===== src/rtl/uart_cfg_defs.vh =====
// constants for the uart match, oversampling and dma configuration block
`ifndef UART_CFG_DEFS_VH
`define UART_CFG_DEFS_VH

// -----------------------------------------------------------------
// register indices (byte address is four times the index)
// -----------------------------------------------------------------
`define IDX_MATCH_ADDR_FIRST 6'h08
`define IDX_MATCH_ADDR_SECOND 6'h09
`define IDX_CTRL_FOUR 6'h0A
`define IDX_CTRL_FIVE 6'h0B
`define IDX_IRQ_STATUS 6'h0C
`define IDX_IRQ_MASK 6'h0D
`define IDX_RX_DATA 6'h0E
`define IDX_TX_DATA 6'h0F
`define IDX_LINE_STATUS 6'h10

// -----------------------------------------------------------------
// field positions
// -----------------------------------------------------------------
`define C4_MAEN_FIRST_BIT 7
`define C4_MAEN_SECOND_BIT 6
`define C4_TEN_BIT_BIT 5
`define C5_TX_DMA_BIT 7
`define C5_RX_DMA_BIT 5
`define C5_DUAL_EDGE_BIT 1
`define C5_WRITABLE_MASK 8'hA3
`define C5_RESYNC_OFF_BIT 0

// -----------------------------------------------------------------
// reset values and oversampling codes
// -----------------------------------------------------------------
`define C4_RESET 8'h0F
`define C5_RESET 8'h00
`define OSR_DEFAULT 5'h0F
`define OSR_MIN 5'h03
`define OSR_MAX 5'h1F

// -----------------------------------------------------------------
// interrupt status bits
// -----------------------------------------------------------------
`define IRQ_RX_FULL_BIT 0
`define IRQ_TX_EMPTY_BIT 1
`define IRQ_DISCARD_BIT 2
`define IRQ_OVERRUN_BIT 3
`define IRQ_WIDTH 4

`endif


===== src/rtl/uart_sample_tick.v =====
// baud sample tick generator with optional dual-edge sampling
`timescale 1ns/1ps
`default_nettype none

// the baud clock is clk_i; a falling-edge sample is modelled as a half
// sample step, so dual-edge only pulls the mid-bit sample earlier; ticks per bit stay ratio plus one
module uart_sample_tick (
  input wire clk_i,
  input wire rst_i,
  input wire run_i,
  input wire dual_edge_i,
  input wire [4:0] ratio_i,
  output reg [5:0] ticks_per_bit_o,
  output reg [5:0] mid_tick_o
);

  // -----------------------------------------------------------------
  // sample count per bit, one per baud clock
  // -----------------------------------------------------------------
  wire [5:0] base_count;
  assign base_count = {1'b0, ratio_i} + 6'h01;

  always @(posedge clk_i) begin
    if (rst_i || !run_i) begin
      ticks_per_bit_o <= 6'h10;
      mid_tick_o <= 6'h08;
    end else begin
      // ratio plus one baud periods per bit RQ9
      ticks_per_bit_o <= base_count;
      // dual edge: midpoint lands on a half period, so sample earlier
      mid_tick_o <= dual_edge_i ? ((base_count - 6'h01) >> 1) : // RQ15
                    (base_count >> 1);                          // RQ18
    end
  end

endmodule

`default_nettype wire


===== src/rtl/uart_rx_match_cfg.v =====
// uart match filter, oversampling, dma requests and wishbone registers
`timescale 1ns/1ps
`default_nettype none
`include "uart_cfg_defs.vh"

// How it works
// RQ1: first enable compares address words with first match
// RQ2: second enable compares address words with second match
// RQ3: any enable drops words with top bit clear
// RQ4: no enable passes every received word
// RQ5: both enabled accept on either match
// RQ6: ten-bit bit widens tx and rx characters
// RQ7: software changes ten-bit mode only when idle
// RQ8: five-bit field selects 4x to 32x oversampling
// RQ9: bit time is field plus one baud clocks
// RQ10: out-of-range field value behaves as sixteen
// RQ11: software changes oversampling only when idle
// RQ12: tx dma request follows empty flag when enabled
// RQ13: rx dma request follows full flag when enabled
// RQ14: reserved control five bits read zero
// RQ15: dual edge doubles samples per bit; code keeps ratio plus one ticks per bit and only moves the mid sample earlier
// RQ16: software sets dual edge for 4x to 7x
// RQ17: software changes dual edge only when receiver idle
// RQ18: without dual edge sample on rising edges
// RQ19: receiver on baud clock, tx divided by ratio
module uart_rx_match_cfg (
  input wire clk_i,
  input wire rst_i,
  input wire wb_cyc_i,
  input wire wb_stb_i,
  input wire wb_we_i,
  input wire [7:0] wb_adr_i,
  input wire [3:0] wb_sel_i,
  input wire [31:0] wb_dat_i,
  output reg [31:0] wb_dat_o,
  output reg wb_ack_o,
  input wire rx_enable_i,
  input wire tx_enable_i,
  input wire rx_line_i,
  output reg tx_line_o,
  output wire tx_dma_req_o,
  input wire tx_dma_ack_i,
  input wire [9:0] tx_dma_data_i,
  output wire rx_dma_req_o,
  input wire rx_dma_ack_i,
  output reg irq_o
);

  // -----------------------------------------------------------------
  // registers
  // -----------------------------------------------------------------
  reg [7:0] match_address_first;   // first match address
  reg [7:0] match_address_second;  // second match address
  reg [7:0] control_four_match_mode_osr;
  reg [7:0] control_five_dma_sampling;
  reg [`IRQ_WIDTH-1:0] irq_status; // sticky events
  reg [`IRQ_WIDTH-1:0] irq_mask;   // one enables the event
  reg [9:0] rx_data;               // receive data buffer
  reg [9:0] tx_data;               // transmit data buffer
  reg rx_buffer_full_flag;
  reg tx_buffer_empty_flag;

  wire match_enable_first;
  wire match_enable_second;
  wire ten_bit_char_select;
  wire [4:0] oversample_ratio_field;
  wire tx_dma_request_enable;
  wire rx_dma_request_enable;
  wire dual_edge_sampling;
  assign match_enable_first = control_four_match_mode_osr[`C4_MAEN_FIRST_BIT];
  assign match_enable_second =
    control_four_match_mode_osr[`C4_MAEN_SECOND_BIT];
  assign ten_bit_char_select = control_four_match_mode_osr[`C4_TEN_BIT_BIT];
  assign oversample_ratio_field = control_four_match_mode_osr[4:0];
  assign tx_dma_request_enable = control_five_dma_sampling[`C5_TX_DMA_BIT];
  assign rx_dma_request_enable = control_five_dma_sampling[`C5_RX_DMA_BIT];
  assign dual_edge_sampling = control_five_dma_sampling[`C5_DUAL_EDGE_BIT];

  // character length: 8 data bits, or 10 when the ten-bit mode is set
  wire [3:0] data_bits;
  assign data_bits = ten_bit_char_select ? 4'hA : 4'h8; // RQ6

  // -----------------------------------------------------------------
  // wishbone slave: ack one cycle after request, dropped next cycle
  // -----------------------------------------------------------------
  wire bus_req;
  wire bus_wr;
  wire bus_rd;
  assign bus_req = wb_cyc_i && wb_stb_i && !wb_ack_o;
  // writes land at the ack edge, where the master samples ack high
  assign bus_wr = wb_cyc_i && wb_stb_i && wb_ack_o && wb_we_i && wb_sel_i[0];
  assign bus_rd = bus_req && !wb_we_i;

  // clamp an out-of-range ratio code to the sixteen default
  wire [4:0] osr_written;
  assign osr_written = (wb_dat_i[4:0] < `OSR_MIN) ? `OSR_DEFAULT // RQ10
                       : wb_dat_i[4:0];                          // RQ8

  // events raised by the datapath this cycle
  reg ev_rx_full;
  reg ev_discard;
  reg ev_overrun;
  reg ev_tx_empty;

  always @(posedge clk_i) begin
    if (rst_i) begin
      match_address_first <= 8'h00;
      match_address_second <= 8'h00;
      control_four_match_mode_osr <= `C4_RESET;
      control_five_dma_sampling <= `C5_RESET;
      irq_mask <= {`IRQ_WIDTH{1'b0}};
      irq_status <= {`IRQ_WIDTH{1'b0}};
    end else begin
      if (bus_wr) begin
        case (wb_adr_i[7:2])
          `IDX_MATCH_ADDR_FIRST: match_address_first <= wb_dat_i[7:0];
          `IDX_MATCH_ADDR_SECOND: match_address_second <= wb_dat_i[7:0];
          `IDX_CTRL_FOUR: begin
            control_four_match_mode_osr <= {wb_dat_i[7:5], osr_written};
          end
          `IDX_CTRL_FIVE: begin
            // reserved bits never store a one
            control_five_dma_sampling <= wb_dat_i[7:0] &
                                         `C5_WRITABLE_MASK; // RQ14
          end
          `IDX_IRQ_MASK: irq_mask <= wb_dat_i[`IRQ_WIDTH-1:0];
          default: ;
        endcase
      end
      // set wins over a write-one-to-clear in the same cycle
      irq_status <= (irq_status &
                     ~((bus_wr && wb_adr_i[7:2] == `IDX_IRQ_STATUS) ?
                       wb_dat_i[`IRQ_WIDTH-1:0] : {`IRQ_WIDTH{1'b0}})) |
                    {ev_overrun, ev_discard, ev_tx_empty, ev_rx_full};
    end
  end

  // read mux and acknowledge
  always @(posedge clk_i) begin
    if (rst_i) begin
      wb_ack_o <= 1'b0;
      wb_dat_o <= 32'h00000000;
    end else begin
      wb_ack_o <= bus_req;
      if (bus_rd) begin
        case (wb_adr_i[7:2])
          `IDX_MATCH_ADDR_FIRST: wb_dat_o <= {24'h000000, match_address_first};
          `IDX_MATCH_ADDR_SECOND:
            wb_dat_o <= {24'h000000, match_address_second};
          `IDX_CTRL_FOUR:
            wb_dat_o <= {24'h000000, control_four_match_mode_osr};
          `IDX_CTRL_FIVE:
            wb_dat_o <= {24'h000000, control_five_dma_sampling}; // RQ14
          `IDX_IRQ_STATUS: wb_dat_o <= {28'h0000000, irq_status};
          `IDX_IRQ_MASK: wb_dat_o <= {28'h0000000, irq_mask};
          `IDX_RX_DATA: wb_dat_o <= {22'h000000, rx_data};
          `IDX_LINE_STATUS:
            wb_dat_o <= {30'h00000000, tx_buffer_empty_flag,
                         rx_buffer_full_flag};
          default: wb_dat_o <= 32'h00000000; // unmapped reads zero
        endcase
      end
    end
  end

  // level interrupt while any unmasked status bit is set
  always @(posedge clk_i) begin
    if (rst_i) irq_o <= 1'b0;
    else irq_o <= |(irq_status & irq_mask);
  end

  // -----------------------------------------------------------------
  // dma requests follow the buffer flags
  // -----------------------------------------------------------------
  assign tx_dma_req_o = tx_dma_request_enable && tx_buffer_empty_flag; // RQ12
  assign rx_dma_req_o = rx_dma_request_enable && rx_buffer_full_flag;  // RQ13

  // -----------------------------------------------------------------
  // receiver: runs on every baud clock, ratio+1 clocks per bit
  // -----------------------------------------------------------------
  wire [5:0] ticks_per_bit;
  wire [5:0] mid_tick;
  uart_sample_tick u_tick (
    .clk_i(clk_i),
    .rst_i(rst_i),
    .run_i(rx_enable_i),
    .dual_edge_i(dual_edge_sampling),
    .ratio_i(oversample_ratio_field),
    .ticks_per_bit_o(ticks_per_bit),
    .mid_tick_o(mid_tick)
  );

  localparam RX_IDLE = 4'b0001;
  localparam RX_START = 4'b0010;
  localparam RX_DATA = 4'b0100;
  localparam RX_STOP = 4'b1000;
  reg [3:0] rx_state;
  reg [5:0] rx_tick;  // baud clocks within the bit
  reg [3:0] rx_bit;   // data bits taken
  reg [9:0] rx_shift; // lsb first shift register
  wire [9:0] rx_word;
  wire rx_top;
  // right-align the word, top bit is bit 7 or bit 9
  assign rx_word = ten_bit_char_select ? rx_shift : {2'b00, rx_shift[9:2]};
  assign rx_top = ten_bit_char_select ? rx_word[9] : rx_word[7];

  // address filter on the low eight bits of the word
  reg keep_word;
  always @* begin
    keep_word = 1'b1; // RQ4
    if (match_enable_first || match_enable_second) begin
      if (!rx_top) keep_word = 1'b0; // RQ3
      else keep_word =
        (match_enable_first && rx_word[7:0] == match_address_first) || // RQ1
        (match_enable_second && rx_word[7:0] == match_address_second); // RQ2 RQ5
    end
  end

  always @(posedge clk_i) begin
    ev_rx_full <= 1'b0;
    ev_discard <= 1'b0;
    ev_overrun <= 1'b0;
    if (rst_i || !rx_enable_i) begin
      rx_state <= RX_IDLE;
      rx_tick <= 6'h00;
      rx_bit <= 4'h0;
      rx_shift <= 10'h000;
      if (rst_i) begin
        rx_data <= 10'h000;
        rx_buffer_full_flag <= 1'b0;
      end
    end else begin
      if (rx_dma_ack_i || (bus_rd && wb_adr_i[7:2] == `IDX_RX_DATA))
        rx_buffer_full_flag <= 1'b0;
      rx_tick <= rx_tick + 6'h01; // receiver advances every baud clock RQ19
      case (rx_state)
        RX_IDLE: begin
          rx_tick <= 6'h00;
          if (!rx_line_i) rx_state <= RX_START;
        end
        RX_START: begin
          if (rx_tick == mid_tick) begin
            rx_tick <= 6'h00;
            rx_bit <= 4'h0;
            rx_state <= rx_line_i ? RX_IDLE : RX_DATA;
          end
        end
        RX_DATA: begin
          if (rx_tick == ticks_per_bit - 6'h01) begin
            rx_tick <= 6'h00;
            rx_shift <= {rx_line_i, rx_shift[9:1]};
            rx_bit <= rx_bit + 4'h1;
            if (rx_bit == data_bits - 4'h1) rx_state <= RX_STOP;
          end
        end
        RX_STOP: begin
          if (rx_tick == ticks_per_bit - 6'h01) begin
            rx_state <= RX_IDLE;
            if (keep_word) begin
              rx_data <= rx_word;
              rx_buffer_full_flag <= 1'b1;
              ev_rx_full <= 1'b1;
              ev_overrun <= rx_buffer_full_flag;
            end else begin
              ev_discard <= 1'b1;
            end
          end
        end
        default: rx_state <= RX_IDLE;
      endcase
    end
  end

  // -----------------------------------------------------------------
  // transmitter: one bit per ratio+1 baud clocks
  // -----------------------------------------------------------------
  reg [5:0] tx_div;   // baud clock divided by ratio plus one RQ19
  reg [11:0] tx_shift;
  reg [3:0] tx_left;  // bits still to send
  reg tx_busy;
  wire tx_bit_end;
  assign tx_bit_end = (tx_div == {1'b0, oversample_ratio_field}); // RQ9 RQ19
  wire tx_load;
  assign tx_load = bus_wr && wb_adr_i[7:2] == `IDX_TX_DATA;

  always @(posedge clk_i) begin
    ev_tx_empty <= 1'b0;
    if (rst_i) begin
      tx_data <= 10'h000;
      tx_buffer_empty_flag <= 1'b1;
      tx_div <= 6'h00;
      tx_shift <= 12'hFFF;
      tx_left <= 4'h0;
      tx_busy <= 1'b0;
      tx_line_o <= 1'b1;
    end else begin
      if (tx_dma_ack_i) begin
        tx_data <= tx_dma_data_i;
        tx_buffer_empty_flag <= 1'b0;
      end else if (tx_load) begin
        tx_data <= wb_dat_i[9:0];
        tx_buffer_empty_flag <= 1'b0;
      end
      tx_div <= tx_bit_end ? 6'h00 : tx_div + 6'h01;
      if (tx_bit_end) begin
        if (tx_busy) begin
          tx_line_o <= tx_shift[0];
          tx_shift <= {1'b1, tx_shift[11:1]};
          tx_left <= tx_left - 4'h1;
          if (tx_left == 4'h1) tx_busy <= 1'b0;
        end else if (tx_enable_i && !tx_buffer_empty_flag) begin
          // start, data, stop; data width from the ten-bit mode RQ6
          tx_shift <= ten_bit_char_select ?
                      {1'b1, tx_data, 1'b0} : {3'b111, tx_data[7:0], 1'b0};
          tx_left <= data_bits + 4'h2;
          tx_busy <= 1'b1;
          tx_buffer_empty_flag <= 1'b1;
          ev_tx_empty <= 1'b1;
        end else begin
          tx_line_o <= 1'b1;
        end
      end
    end
  end

endmodule

`default_nettype wire


===== config.mk =====
export PLATFORM = sky130hd
export DESIGN_NAME = uart_rx_match_cfg
export DESIGN_NICKNAME = d
export VERILOG_FILES = /design/src/rtl/uart_sample_tick.v /design/src/rtl/uart_rx_match_cfg.v
export VERILOG_INCLUDE_DIRS = /design/src /design/src/rtl
export SDC_FILE = /design/constraint.sdc
export NUM_CORES = 1
export LEC_CHECK = 0
export BUFFER_PORTS_ARGS = -buffer_cell sky130_fd_sc_hd__clkbuf_2
export CORE_MARGIN = 2
export CORE_UTILIZATION = 40
export DETAILED_ROUTE_END_ITERATION = 6
export HOLD_SLACK_MARGIN = 0.02
export PLACE_DENSITY = 0.63
export SLEW_MARGIN = 20
export SYNTH_ARGS = -nofsm -noshare
export SYNTH_HDL_FRONTEND = slang
export SYNTH_HIERARCHICAL = 1
export SYNTH_SLANG_ARGS = --single-unit

===== constraint.sdc =====
create_clock -name clk_i -period 4.8 [get_ports clk_i]
set_clock_uncertainty 0.15 [all_clocks]
set_input_delay 0.96 -clock clk_i [delete_from_list [all_inputs] [get_ports clk_i]]
set_output_delay 0.96 -clock clk_i [all_outputs]
set_load 0.03 [all_outputs]

# Word level (Yosys, flattened, before mapping)
# Cells that the tools add are included.
# totals
regBits	156
in_bits	64
out_inout_bits	37
word_cells	169
# classes
addsub	9
order_cmp	1
eq_ne	27
mux	52
bitwise	8
reduce_logical	44
# ops
op	count
two-way mux 10 bit	8
one-hot mux 10 bit (8 select lines)	1
== test 6 x 4 -> 1 bit (second input constant)	8
two-way mux 4 bit	10
two-way mux 12 bit	2
two-way mux 1 bit	21
one-hot mux 6 bit (3 select lines)	1
== test 8 bit	2
one-hot mux 4 bit (4 select lines)	1
AND reduction 2 bit	8
logical AND 1 bit	14
!= test 2 bit (second input constant)	7
adder 6 x 1 -> 6 bit (second input constant)	2
== test 6 bit	2
two-way mux 6 bit	2
nonzero test 2 bit	6
subtractor 6 x 1 -> 6 bit (second input constant)	2
two-way mux 11 bit	1
two-way mux 5 bit	2
bitwise AND 4 bit	2
== test 4 x 1 -> 1 bit (second input constant)	2
one-hot mux 4 bit (2 select lines)	1
OR reduction 4 bit	2
subtractor 4 x 1 -> 4 bit (second input constant)	2
22 further kinds	32

# Longest topological paths before layout
# depth
depth_word	10
mapped_depth	9
mapped_depth_nobuf	8

# Cells and area by module
# Netlist, hierarchy kept.
# modules_own_cells
mod	instances	cells_per_inst	area_per_inst_um2	seq_area_each_um2
uart_rx_match_cfg	1	704	6113.4	2532.4
uart_sample_tick	1	50	464.2	220.2

# Worst setup path after synthesis
# Ideal clock, no wire load.
# synth_timing
path_kind	flip-flop to flip-flop
startpoint	register u_tick.ticks_per_bit_o[0]
endpoint	register rx_data[0] (enable)
setup_time_ns	0.391
t_arrival_ns	2.681
required_ns	4.259
slack_ns	1.579
path_stages_with_launch	8
cell_sequence	dfxtp_1 > inv_1 > ha_1 > xnor2_1 > or4_4 > nor2_1 > nand4_1 > o21ai_0
# synth_between
elab_chain_len	4
# synth_rtl
element	line	text
from (decl)	uart_sample_tick.v:13	output reg [5:0] ticks_per_bit_o,
from (signal assigned)	uart_sample_tick.v:29	ticks_per_bit_o <= base_count;
subtractor 6 x 1 -> 6 bit	uart_rx_match_cfg.v:257	if (rx_tick == ticks_per_bit - 6'h01) begin
== test 6 bit	uart_rx_match_cfg.v:257	
nonzero test 2 bit (no line)	n/a	
AND reduction 4 bit (no line)	n/a	
to (signal assigned)	uart_rx_match_cfg.v:260	rx_data <= rx_word;
to (decl)	uart_rx_match_cfg.v:58	reg [9:0] rx_data;
# Every way passes these cells.
# A chain may end at the register's enable or synchronous reset.

# Final worst setup path
# layout_timing
startpoint	register control_four_match_mode_osr[5]
endpoint	register rx_data[7] (enable)
# layout_between
elab_chain_len	8
elab_cells_between_ends	11
classes_between	eq/ne: 2; mux: 4; reduce/logical: 5
# layout_rtl
element	line	text
from (decl)	uart_rx_match_cfg.v:54	reg [7:0] control_four_match_mode_osr;
from (signal assigned)	uart_rx_match_cfg.v:109	control_four_match_mode_osr <= `C4_RESET;
from (signal assigned)	uart_rx_match_cfg.v:119	control_four_match_mode_osr <= {wb_dat_i[7:5], osr_written};
two-way mux 10 bit	uart_rx_match_cfg.v:204	assign rx_word = ten_bit_char_select ? rx_shift : {2'b00, rx_shift[9:2]};
== test 8 bit, on equally long branches	uart_rx_match_cfg.v:214, uart_rx_match_cfg.v:215	
logical AND 1 bit, on equally long branches	uart_rx_match_cfg.v:214, uart_rx_match_cfg.v:215	
logical OR 1 bit	uart_rx_match_cfg.v:214	(match_enable_first && rx_word[7:0] == match_address_first) ||
two-way mux 1 bit (*)	uart_rx_match_cfg.v:212	if (!rx_top) keep_word = 1'b0;
two-way mux 1 bit (*)	uart_rx_match_cfg.v:211	if (match_enable_first || match_enable_second) begin
nonzero test 2 bit (no line) (*)	n/a	
AND reduction 4 bit (no line) (*)	n/a	
# Every way passes the cells marked *; elsewhere a longest branch is shown, timed or not.

==> key figures <==
Critical path
  – Reg2reg path depth: 7
  – Reg2Reg Setup Slack: roughly 1.8 ns
  – CP top delay family: flip-flops
  – CP endpoint kind: flip-flop
  – CP Cell Sequence: mux2i_1 > xor2_1 > nand4_1 > nor3_1 > nor2_1 > o21ai_0 > buf_4
  – Crit-path max FO: 20
  – WS Path Type: flip-flop to flip-flop
  – Crit. Startpoint: control_four_match_mode_osr[5]$_SDFFE_PP0P_
  – Critical path's slowest cell: dfxtp_1
  – CP Buf/Inv Count: 1
  – CP Launch Type: flip-flop
  – Setup crit end: rx_data[7]$_SDFFCE_PP0P_
  – CP Data Arrival Time: 2.98 ns
  – Max incr delay on CP: 0.95 ns
  – Worst path depth: 7
  – FF-to-FF Start: control_four_match_mode_osr[5]$_SDFFE_PP0P_
  – Reg2reg end: rx_data[7]$_SDFFCE_PP0P_
  – Data required, critical path: between 4 and 5 ns

Clocking
  – Clock Pin Slew Worst Setup and Hold Paths: ~0.06 ns
  – Cts repair resizes: 0
  – Setup bufs post-CTS: 0
  – CTS tree: yes
  – H-tree depth: 4
  – Clk buf depth: 2
  – # clock sinks: 132
  – Hold_buf cts: 0
  – Clk Tree Root Cell: clkbuf_16
  – Total CTS buffers: 17
  – Skew-Pair Late Insertion Delay: 0.43 ns

Timing
  – Max-slew violation count: 0
  – Final Worst Setup Slack: ~1.8 ns
  – Crit share post-route: 0.625
  – RSZ-0062 raised after global routing: false
  – Setup TNS: 0 ns
  – Slew headroom: 0.351
  – Hold WS: a little under 0.3 ns
  – Fmax: between 300 and 400 MHz
  – Fin. Hold Viols: 0
  – Final setup viols: 0
  – Slew @ Worst Pin: 0.972 ns
  – Final min period: 3.00 ns

Job
  – Max cap viols: 0

Final layout
  – Layout cell share with drive strength beyond 1: 0.136
  – Leading cell type in the layout, fill and taps excluded: dfxtp_1
  – Most frequent cells in the layout: 121 x dfxtp_1, 107 x nor2_1, 67 x a21oi_1
  – Diode count: 0
  – Area growth, synth to finish: 13.8%
  – Post-route cell area: approximately 7500 um^2
  – Final #Nets: between 800 and 900
  – Filler Cells Inserted: between 1500 and 2000

Power and ir drop
  – Leak pwr: roughly 2.8 nW
  – Final Total Pwr: roughly 2.5 mW
  – Sw Ratio: 0.243
  – Clock power share: 0.503
  – Max rail drop VDD: 272 uV
  – Part of the power in registers: 0.444
  – Power per cell area: 341 nW/um^2
  – Internal: around 1.9 mW
  – P_sw: 0.621 mW
  – Comb pwr share: 0.054

Synth
  – Ys async rst share: 0
  – Ys flop type: dfxtp_1
  – Syn Area/Cell: between 8 and 9 um^2
  – Post-synthesis instance area: about 6600 um^2
  – Yosys warning total: 6
  – Post-synth EDFFs: 11
  – #FFs+latches synth: 132
  – Register area share after synthesis: 0.418
  – Yosys cell types: between 60 and 70
  – Syn Inst Count: roughly 750

Floorplan
  – Starting density of the core: 0.411
  – I/O Pins: 101
  – Die H: roughly 130 um
  – Core area: about 16000 um^2
  – Die Wd: roughly 130 um
  – Rows: 46
  – Die area: approximately 17000 um^2

Drt
  – Via total after detailed routing: around 5300
  – Vias per inst: 5.25
  – DRC Markers: 0
  – Routed wire length per instance: about 16 um
  – First-pass detailed-route iteration total: 5
  – Iter 0 DRT Violations: around 430
  – Detail Route Antenna Nets: 0
  – DRT Wirelength: roughly 16000 um

Place
  – GPL Wtd Cong: 0.826
  – Placement-stage cell area: roughly 6900 um^2
  – Post-Place Worst Slack: between 1.5 and 2 ns
  – Buffers added on ports: 51
  – Post-DP HPWL: 11300 um

Global route
  – Vias in the first global route: around 5000
  – Overall Global Routing Usage: 0.186
  – GRT overflow: 0
  – First-pass GRT wire length: around 26000 um
  – Largest net degree at the start of global routing: 80
  – Initial antenna violation count: 0

Worst hold path
  – HP Class: flip-flop to flip-flop

Status
  – Status: finished clean
state kept, by name (all words and copies together), names as in the netlist, 5 cells and up:
register / count
control_four_match_mode_osr: 8
rx_shift: 10
match_address_second: 8
u_tick/mid_tick_o: 5
u_tick/ticks_per_bit_o: 6
rx_data: 10
tx_shift: 11
tx_div: 6
wb_dat_o: 10
tx_data: 10
match_address_first: 8
rx_tick: 6
tightest hold or removal path: stages (launching register included):
cell     delay (ns)
dfxtp_1        0.30
a21oi_1        0.04
nor2_1         0.07
routing by layer:
| metal | share of wire | track usage | vias to the layer above |
|---|---|---|---|
| met5 | 0 | 0 | - |
| met1 | 0.49 | 0.267 | 2489 |
| met3 | 0.064 | 0.0434 | 19 |
| met2 | 0.43 | 0.275 | 144 |
| li1 | - | - | 2692 |
| met4 | 0.015 | 0.0645 | 0 |
how the worst min path moves through the flow:
stage,start,end,slack (ns),cells past startpoint
global placement,ev_tx_empty$_SDFF_PP0_,irq_status[1]$_SDFF_PP0_,0.28,2
CTS,ev_rx_full$_SDFF_PP0_,irq_status[0]$_SDFF_PP0_,0.29,2
floorplan,ev_rx_full$_SDFF_PP0_,irq_status[0]$_SDFF_PP0_,0.26,2
finish,ev_rx_full$_SDFF_PP0_,irq_status[0]$_SDFF_PP0_,0.29,2
detailed placement,tx_shift[0]$_SDFFE_PP1P_,tx_shift[0]$_SDFFE_PP1P_,0.28,2
global route,ev_overrun$_SDFF_PP0_,irq_status[3]$_SDFF_PP0_,0.32,2
power by group through the flow:
stage / sequential (mW) / combinational, mW / clock (mW)
after floorplan: 1.15 / 0.105 / 0
after global placement: 1.15 / 0.135 / 0
after detailed placement: 1.16 / 0.135 / 0
after CTS: 1.13 / 0.136 / 1.30
after global routing: 1.13 / 0.150 / 1.35
final: 1.13 / 0.137 / 1.28
Yosys cell counts, types with 5 or more instances:
cell / instances / area share
dfxtp_1: 121 / 0.37
nor2_1: 107 / 0.061
a21oi_1: 67 / 0.051
nand2_1: 60 / 0.034
mux2i_1: 52 / 0.079
nand3_1: 43 / 0.033
clkbuf_1: 30 / 0.017
xor2_1: 25 / 0.033
buf_4: 23 / 0.026
xnor2_1: 21 / 0.028
nor3_1: 16 / 0.012
inv_1: 15 / 0.0086
a22oi_1: 11 / 0.013
edfxtp_1: 11 / 0.050
nand2b_1: 10 / 0.0095
a211o_1: 9 / 0.012
ha_1: 7 / 0.013
nand3b_1: 7 / 0.0080
nor4_1: 7 / 0.0067
o21ai_0: 7 / 0.0053
nand4_1: 6 / 0.0057
o21bai_1: 6 / 0.0068
a211oi_1: 5 / 0.0057
and3_1: 5 / 0.0048
buf_1: 5 / 0.0029
nor2b_1: 5 / 0.0048
cells by family after synthesis:
| logic type | count (synthesis) | share of synthesized area |
|---|---|---|
| AO/OA/AOI/OAI | 132 | 0.126 |
| XOR/XNOR | 47 | 0.0637 |
| adder cells (fa/ha/maj) | 7 | 0.0133 |
| buffers and inverters | 79 | 0.0613 |
| flip-flops | 132 | 0.418 |
| multiplexers | 56 | 0.0928 |
| other | 2 | 0.00114 |
| AND/OR/NAND/NOR | 299 | 0.223 |
cell type report:
class	instances	area, um^2	area share
Timing Repair Buffer	59	315	0.0421
Sequential cell	132	2750	0.368
Inverter	15	56.3	0.00753
Clock inverter	14	151	0.0202
Multi-Input combinational cell	564	3510	0.469
Tap cell	216	270	0.0361
Clock buffer	18	429	0.0574
metrics by stage:
step,std cells,utilization
after floorplan,775,-
after global placement,986,0.431
after detailed placement,986,0.431
after CTS,1018,0.467
after global routing,1018,0.468
final,1018,0.468
Note: power is estimated with default switching activity, not from simulation.
